==> config.mk <==
export PLATFORM = sky130hd
export DESIGN_NAME = irq_bank
export DESIGN_NICKNAME = d
export VERILOG_FILES = /design/src/shared/irq_bank_pkg.sv /design/src/shared/src_if.sv /design/src/logic/irq_arbiter.sv /design/src/logic/irq_bank.sv
export SDC_FILE = /design/constraint.sdc
export NUM_CORES = 1
export LEC_CHECK = 0
export BUFFER_PORTS_ARGS = -buffer_cell sky130_fd_sc_hd__buf_4
export CORE_MARGIN = 4
export CORE_UTILIZATION = 62
export CTS_CLUSTER_DIAMETER = 200
export DETAILED_ROUTE_END_ITERATION = 10
export PLACE_DENSITY = 0.87
export SLEW_MARGIN = 25
export SYNTH_ARGS = -nofsm -noshare
export SYNTH_HDL_FRONTEND = slang
export SYNTH_SLANG_ARGS = --single-unit
export TNS_END_PERCENT = 50
==> constraint.sdc <==
create_clock -name sys_clk -period 37.7 [get_ports sys_clk]
set_clock_uncertainty 0.15 [all_clocks]
set_input_delay 1.885 -clock sys_clk [delete_from_list [all_inputs] [get_ports sys_clk]]
set_output_delay 1.885 -clock sys_clk [all_outputs]
set_load 0.02 [all_outputs]
==> src/shared/irq_bank_pkg.sv <==
// constants of the interrupt enable and priority bank
// assumes an 8-bit special-function register space with byte and bit access
package irq_bank_pkg;
    // ==========================================
    // register addresses
    localparam logic [7:0] ADDR_IRQ_EN0 = 8'ha8;
    localparam logic [7:0] ADDR_PRIO_HI0 = 8'hb7;
    localparam logic [7:0] ADDR_PRIO_LO0 = 8'hb8;
    localparam logic [7:0] ADDR_IRQ_EN1 = 8'he8;
    localparam logic [7:0] ADDR_PRIO_LO1 = 8'hf8;
    // ==========================================
    // writable bits and reset values
    localparam logic [7:0] MASK_EN0 = 8'hff;
    localparam logic [7:0] MASK_REG0 = 8'h7f;
    localparam logic [7:0] MASK_REG1 = 8'h0f;
    localparam logic [7:0] RST_BYTE = 8'h00;
    localparam logic [3:0] RST_ISR = 4'h0;
    // ==========================================
    // field positions
    localparam int GLOBAL_EN_BIT = 7;
    localparam int BIT_IDX_W = 3;
    // ==========================================
    // sources, in fixed polling order (index 0 polled first)
    localparam int NUM_SRC = 11;
    localparam int ID_W = 4;
    localparam int LVL_W = 2;
    localparam logic [LVL_W-1:0] LVL_TOP = 2'h3;
    localparam logic [ID_W-1:0] SRC_EXT0 = 4'h0;
    localparam logic [ID_W-1:0] SRC_SPI = 4'ha;
endpackage

==> src/shared/src_if.sv <==
// per-source request vectors between the register bank and its arbiter
// assumes one clock domain; everything here is combinational
`timescale 1ns/10ps
interface src_if #(parameter int N = 11, parameter int IW = 4) ();
    logic glb;
    logic [N-1:0] pend;
    logic [N-1:0] en;
    logic [N-1:0] hi;
    logic [N-1:0] lo;
    logic [N-1:0] req;
    logic [N-1:0][1:0] lvl;
    logic any;
    logic [IW-1:0] win_id;
    logic [1:0] win_lvl;
    modport bank (output glb, pend, en, hi, lo, input req, lvl, any, win_id, win_lvl);
    modport arb (input glb, pend, en, hi, lo, output req, lvl, any, win_id, win_lvl);
endinterface

==> src/logic/irq_arbiter.sv <==
// gating, level forming and fixed-order selection of interrupt sources
// assumes vectors ordered by polling rank, lowest index wins a tie
`timescale 1ns/10ps
module irq_arbiter #(parameter int N = 11, parameter int IW = 4) (
    src_if.arb sif
);
    // ==========================================
    // effective requests and levels
    always_comb begin
        sif.req = sif.pend & sif.en & {N{sif.glb}};
        for (int i = 0; i < N; i++) begin
            sif.lvl[i] = {sif.hi[i], sif.lo[i]};
        end
    end
    // ==========================================
    // winner: highest level, then lowest polling index
    always_comb begin
        sif.any = 1'b0;
        sif.win_id = '0;
        sif.win_lvl = 2'h0;
        for (int i = 0; i < N; i++) begin
            // strict compare keeps the earlier source on equal level
            if (sif.req[i] && (!sif.any || sif.lvl[i] > sif.win_lvl)) begin
                sif.any = 1'b1;
                sif.win_id = IW'(i);
                sif.win_lvl = sif.lvl[i];
            end
        end
    end
endmodule

==> src/logic/irq_bank.sv <==
// interrupt enable and four-level priority bank with pre-emption tracking
// assumes the core writes registers synchronously and pulses ack on handler
// entry and ret on handler return
`timescale 1ns/10ps
module irq_bank
    import irq_bank_pkg::*;
(
    input wire logic sys_clk,
    input wire logic rst,
    input wire logic sfr_wr,
    input wire logic sfr_rd,
    input wire logic [7:0] sfr_addr,
    input wire logic [7:0] sfr_wdata,
    output logic [7:0] sfr_rdata,
    input wire logic bit_wr,
    input wire logic bit_rd,
    input wire logic [7:0] bit_addr,
    input wire logic bit_wdata,
    output logic bit_rdata,
    input wire logic [NUM_SRC-1:0] irq_pend,
    input wire logic irq_ack,
    input wire logic irq_ret,
    output logic irq_req,
    output logic [ID_W-1:0] irq_id,
    output logic [LVL_W-1:0] irq_lvl
);
    logic [7:0] en0_q, en0_d, en1_q, en1_d, ph0_q, ph0_d, pl0_q, pl0_d, pl1_q, pl1_d;
    logic [7:0] rdata_q, rdata_d;
    logic bit_rdata_q, bit_rdata_d;
    logic [3:0] isr_q, isr_d;
    logic req_q, req_d;
    logic [ID_W-1:0] id_q, id_d;
    logic [LVL_W-1:0] lvl_q, lvl_d;
    logic [LVL_W-1:0] cur_lvl;
    logic [LVL_W-1:0] nxt_lvl;
    logic [7:0] bit_mask;
    logic [7:0] bit_reg;

    src_if #(.N(NUM_SRC), .IW(ID_W)) sif ();

    irq_arbiter #(.N(NUM_SRC), .IW(ID_W)) u_arb (
        .sif(sif)
    );

    // ==========================================
    // register map onto polling order
    assign sif.glb = en0_q[GLOBAL_EN_BIT];
    assign sif.pend = irq_pend;
    assign sif.en = {en1_q[3:0], en0_q[5], en0_q[4], en0_q[6], en0_q[3:0]};
    assign sif.lo = {pl1_q[3:0], pl0_q[5], pl0_q[4], pl0_q[6], pl0_q[3:0]};
    // high bits of the second group live outside this bank; they read as zero
    assign sif.hi = {4'h0, ph0_q[5], ph0_q[4], ph0_q[6], ph0_q[3:0]};

    // ==========================================
    // register writes, byte and bit
    always_comb begin
        bit_mask = 8'h01 << bit_addr[BIT_IDX_W-1:0];
        en0_d = en0_q;
        en1_d = en1_q;
        ph0_d = ph0_q;
        pl0_d = pl0_q;
        pl1_d = pl1_q;
        if (sfr_wr) begin
            case (sfr_addr)
                ADDR_IRQ_EN0: en0_d = sfr_wdata & MASK_EN0;
                ADDR_IRQ_EN1: en1_d = sfr_wdata & MASK_REG1;
                ADDR_PRIO_HI0: ph0_d = sfr_wdata & MASK_REG0;
                ADDR_PRIO_LO0: pl0_d = sfr_wdata & MASK_REG0;
                ADDR_PRIO_LO1: pl1_d = sfr_wdata & MASK_REG1;
                default: ;
            endcase
        end else if (bit_wr) begin
            case ({bit_addr[7:BIT_IDX_W], 3'h0})
                ADDR_IRQ_EN0: en0_d = (bit_wdata ? en0_q | bit_mask : en0_q & ~bit_mask) & MASK_EN0;
                ADDR_IRQ_EN1: en1_d = (bit_wdata ? en1_q | bit_mask : en1_q & ~bit_mask) & MASK_REG1;
                ADDR_PRIO_LO0: pl0_d = (bit_wdata ? pl0_q | bit_mask : pl0_q & ~bit_mask) & MASK_REG0;
                ADDR_PRIO_LO1: pl1_d = (bit_wdata ? pl1_q | bit_mask : pl1_q & ~bit_mask) & MASK_REG1;
                default: ;
            endcase
        end
    end

    // ==========================================
    // register reads; unused bits and unmapped addresses read zero
    always_comb begin
        rdata_d = rdata_q;
        bit_rdata_d = bit_rdata_q;
        if (sfr_rd) begin
            case (sfr_addr)
                ADDR_IRQ_EN0: rdata_d = en0_q;
                ADDR_IRQ_EN1: rdata_d = en1_q;
                ADDR_PRIO_HI0: rdata_d = ph0_q;
                ADDR_PRIO_LO0: rdata_d = pl0_q;
                ADDR_PRIO_LO1: rdata_d = pl1_q;
                default: rdata_d = RST_BYTE;
            endcase
        end
        case ({bit_addr[7:BIT_IDX_W], 3'h0})
            ADDR_IRQ_EN0: bit_reg = en0_q;
            ADDR_IRQ_EN1: bit_reg = en1_q;
            ADDR_PRIO_LO0: bit_reg = pl0_q;
            ADDR_PRIO_LO1: bit_reg = pl1_q;
            default: bit_reg = RST_BYTE;
        endcase
        if (bit_rd) begin
            bit_rdata_d = bit_reg[bit_addr[BIT_IDX_W-1:0]];
        end
    end

    // ==========================================
    // in-service levels and request presentation
    always_comb begin
        cur_lvl = 2'h0;
        for (int l = 0; l < 4; l++) begin
            if (isr_q[l]) begin
                cur_lvl = LVL_W'(l);
            end
        end
        isr_d = isr_q;
        // return retires the running (highest) level before a new entry is noted
        if (irq_ret) begin
            isr_d[cur_lvl] = 1'b0;
        end
        if (irq_ack && req_q) begin
            isr_d[lvl_q] = 1'b1;
        end
        // judged against the next in-service state, so an entered handler drops on the same edge that notes its entry
        nxt_lvl = 2'h0;
        for (int l = 0; l < 4; l++) begin
            if (isr_d[l]) begin
                nxt_lvl = LVL_W'(l);
            end
        end
        // recomputed every cycle so a withdrawn request drops on the next edge
        req_d = sif.any && (isr_d == RST_ISR || sif.win_lvl > nxt_lvl);
        id_d = sif.win_id;
        lvl_d = sif.win_lvl;
    end

    always_ff @(posedge sys_clk or posedge rst) begin
        if (rst) begin
            en0_q <= RST_BYTE;
            en1_q <= RST_BYTE;
            ph0_q <= RST_BYTE;
            pl0_q <= RST_BYTE;
            pl1_q <= RST_BYTE;
            rdata_q <= RST_BYTE;
            bit_rdata_q <= 1'b0;
            isr_q <= RST_ISR;
            req_q <= 1'b0;
            id_q <= '0;
            lvl_q <= '0;
        end else begin
            en0_q <= en0_d;
            en1_q <= en1_d;
            ph0_q <= ph0_d;
            pl0_q <= pl0_d;
            pl1_q <= pl1_d;
            rdata_q <= rdata_d;
            bit_rdata_q <= bit_rdata_d;
            isr_q <= isr_d;
            req_q <= req_d;
            id_q <= id_d;
            lvl_q <= lvl_d;
        end
    end

    assign sfr_rdata = rdata_q;
    assign bit_rdata = bit_rdata_q;
    assign irq_req = req_q;
    assign irq_id = id_q;
    assign irq_lvl = lvl_q;
endmodule

==> impl_metrics.json <==
{
  "clkSinkCount": 50,
  "leak_pwr_nw": 1.96,
  "hpwl_after_dpl_microns": 8310,
  "numPlacedInstances": 557,
  "r2r.worst_path.cells": 65,
  "dieWidth_microns": 84.2,
  "internal_power_uw": 96.9,
  "pin_count": 60,
  "grt_pass1_vias": 3732,
  "crit_start": "irq_pend[0]",
  "netlist_top_cells_area": "sky130_fd_sc_hd__dfrtp_1 (35%), sky130_fd_sc_hd__ha_1 (6.3%), sky130_fd_sc_hd__nand2_1 (5.4%)",
  "number_of_drc_violations_after_detailed_routing": 0,
  "cts.htree.levels": 2,
  "cts_hold_buffers": 0,
  "worst_hold_startpoint": "sfr_rdata[2]",
  "timing.critical_path.arrival_ps": 15240,
  "critPathLaunchType": "input pin",
  "maximum_clock_frequency_mhz": 66.0,
  "finalWirelength_microns": 10800,
  "layout.core_utilization_pct": 75.9,
  "finalHoldViolCount": 0,
  "crit_path_max_incr_delay_ps": 380,
  "drv_cap": 0,
  "viasPerCell": 6.76,
  "grt_use_total_pct": 30.5,
  "cp_data_required_time_ps": 37780,
  "syn-instance-count": 433,
  "place.port_buffers": 59,
  "critical_path.slowest_cell": "sky130_fd_sc_hd__mux2_2",
  "n_antenna_cell": 0,
  "synth_largest_area_cell": "sky130_fd_sc_hd__dfrtp_1",
  "min_path_type": "flip-flop to flip-flop",
  "final_period_minus_worst_setup_slack_ps": 15160,
  "max_slew_margin_vs_limit_pct": 41.3,
  "gp_congestion": 0.952,
  "synth_sequential_area_ratio_pct": 34.7,
  "report.final.setup_viol": 0,
  "share_of_cells_above_drive_strength_1_pct": 19.9,
  "number_of_synthesized_flops_with_an_enable_pin": 0,
  "number_of_synthesized_register_bits": 50,
  "worstMarginPinSlew_ps": 881,
  "post_cts_resized": 0,
  "layout.filler_cells": 425,
  "synthesis.nets": 495,
  "initial_standard_cell_utilization_of_the_core_pct": 64.6,
  "cellPowerDensity_nw_per_um2": 34.7,
  "dr.pass1.iters": 9,
  "multi_input_area_sq_um": 2200,
  "seq_power_share_pct": 46.8,
  "global_route.overflow_total": 0,
  "clk_root_buffer_cell": "sky130_fd_sc_hd__clkbuf_8",
  "critical_path_class": "input pin to flip-flop",
  "power.switching_uw": 50.0,
  "sum_of_negative_setup_slack_ps": 0,
  "worst_hold_path_cell_count": 1,
  "tcrit_tclk_final_pct": 40.2,
  "rows": 27,
  "dieArea_sq_um": 7090,
  "cts.path.max_buffers": 2,
  "ys_types": 58,
  "timing_max_transition_violations_final": 0,
  "post_cts_buffers": 0,
  "grt_start_max_net_pins": 51,
  "drt_first_iter_violations": 372,
  "core_area_sq_um": 5570,
  "vias": 3811,
  "synth_top_cell_area_share_pct": 34.7,
  "sw_frac_of_total_pct": 34.0,
  "holdWs_ps": 343,
  "chipHeight_microns": 84.2,
  "synth_async_sr_flop_share_pct": 100,
  "mostFrequentLayoutCells": "sky130_fd_sc_hd__buf_4 (63), sky130_fd_sc_hd__nand2_1 (52), sky130_fd_sc_hd__dfrtp_1 (50)",
  "power.share.clock_pct": 26.4,
  "worst-r2r-setup-slack_ps": 23370,
  "timing.rr.end": "irq_req",
  "critical_path.most_common_cell": "sky130_fd_sc_hd__ha_1",
  "antenna_found_initial": 0,
  "routedWlPerCell_microns": 19.1,
  "grt_pass1_wl_microns": 17600,
  "crit_path_end_kind": "flip-flop",
  "power.combinational.fraction_pct": 26.7,
  "cts_inserted_buffers": 5,
  "crit_fanout": 10,
  "whs_endpoint": "sfr_rdata[2]",
  "post_synth_instance_area_sq_um": 3600,
  "synthesis.yosys.warnings": 0,
  "design.final.nets": 554,
  "sequential_area_sq_um": 1250,
  "setup_repair_after_global_routing_missed_its_margin": "false",
  "ir_worst_vdd_mv": 0.0277,
  "syn_to_final_growth_pct": 17.4,
  "dominantRegCellSynth": "sky130_fd_sc_hd__dfrtp_1",
  "finish.instance_area_sq_um": 4230,
  "clk-insertion-delay-late_ps": 300,
  "postPlaceCellArea_sq_um": 4120,
  "final_antenna_net_count": 0,
  "clk_pin_slew_worst_paths_ps": 90,
  "final_common_cell": "sky130_fd_sc_hd__buf_4",
  "synth.avg_cell_area_sq_um": 8.32,
  "outcome": "finished, final reports clean",
  "clock_tree_from_tritoncts": "yes",
  "final_cell_count_no_fill": 564
}
==> layer usage <==
layer | GRT usage (%) | routed length [microns] | vias to the layer above
li1 | - | - | 1737
met1 | 39.0 | 4260 | 1779
met2 | 49.9 | 4990 | 249
met3 | 6.87 | 1100 | 46
met4 | 13.0 | 415 | 0
met5 | 0 | 0 | -
==> Yosys cell counts (6+ instances only) <==
| cell | n |
|---|---|
| sky130_fd_sc_hd__nor3_1 | 6 |
| sky130_fd_sc_hd__a31oi_1 | 15 |
| sky130_fd_sc_hd__o31a_1 | 7 |
| sky130_fd_sc_hd__a21oi_1 | 17 |
| sky130_fd_sc_hd__dfrtp_1 | 50 |
| sky130_fd_sc_hd__nand2_1 | 52 |
| sky130_fd_sc_hd__o21a_1 | 8 |
| sky130_fd_sc_hd__ha_1 | 18 |
| sky130_fd_sc_hd__nor2b_1 | 8 |
| sky130_fd_sc_hd__nand3_1 | 18 |
| sky130_fd_sc_hd__inv_1 | 26 |
| sky130_fd_sc_hd__o21ai_0 | 35 |
| sky130_fd_sc_hd__o211ai_1 | 10 |
| sky130_fd_sc_hd__mux2_2 | 8 |
| sky130_fd_sc_hd__nor2_1 | 48 |
| sky130_fd_sc_hd__a22oi_1 | 23 |
| sky130_fd_sc_hd__clkbuf_1 | 9 |
==> critical path: cells and delay by family <==
| kind | cells | cell delay [ps] |
|---|---|---|
| fa+ha+maj | 11 | 2970 |
| simple gates | 17 | 2940 |
| buf+inv | 4 | 250 |
| mux | 1 | 380 |
| compound gates | 33 | 6750 |
==> how the worst max path moves through the flow <==
stage / end / depth (start not counted)
floorplan: irq_req / 66
global placement: irq_req / 66
detailed placement: irq_req / 66
CTS: irq_req / 66
global route: irq_req / 68
finish: irq_req / 66
==> kinds of logic after synthesis <==
group	count (synthesis)	synth area share [%]
and+or+nand+nor	160	20.2
AOI/OAI and AO/OA	159	32.0
DFF	50	34.7
buffers and inverters	37	4.06
adders and majority gates	18	6.25
muxes	9	2.78
==> metrics by stage <==
stage | total power, mW | worst slack, ps
6_report | 0.147 | 22540
5_1_grt | 0.154 | 21490
4_1_cts | 0.146 | 22740
3_5_place_dp | 0.107 | 22580
3_3_place_gp | 0.106 | 23020
2_1_floorplan | 0.0917 | 24010
==> final cells by class <==
type                    count  area share (%)
clock buffers               6            1.95
inverters                  26            2.34
clock inverters             1           0.710
multi-input cells         346            52.1
well taps                  72            2.13
flip-flops and latches     50            29.6
repair buffers             63            11.2
==> power groups by stage <==
| stage | clock network [mW] | registers (mW) | logic (mW) |
|---|---|---|---|
| after global routing | 0.0410 | 0.0692 | 0.0437 |
| after CTS | 0.0389 | 0.0679 | 0.0389 |
| after global placement | 0 | 0.0690 | 0.0371 |
| final | 0.0388 | 0.0687 | 0.0393 |
| after detailed placement | 0 | 0.0690 | 0.0385 |
| after floorplan | 0 | 0.0668 | 0.0249 |
No activity file was read; power rests on OpenSTA's default activity.
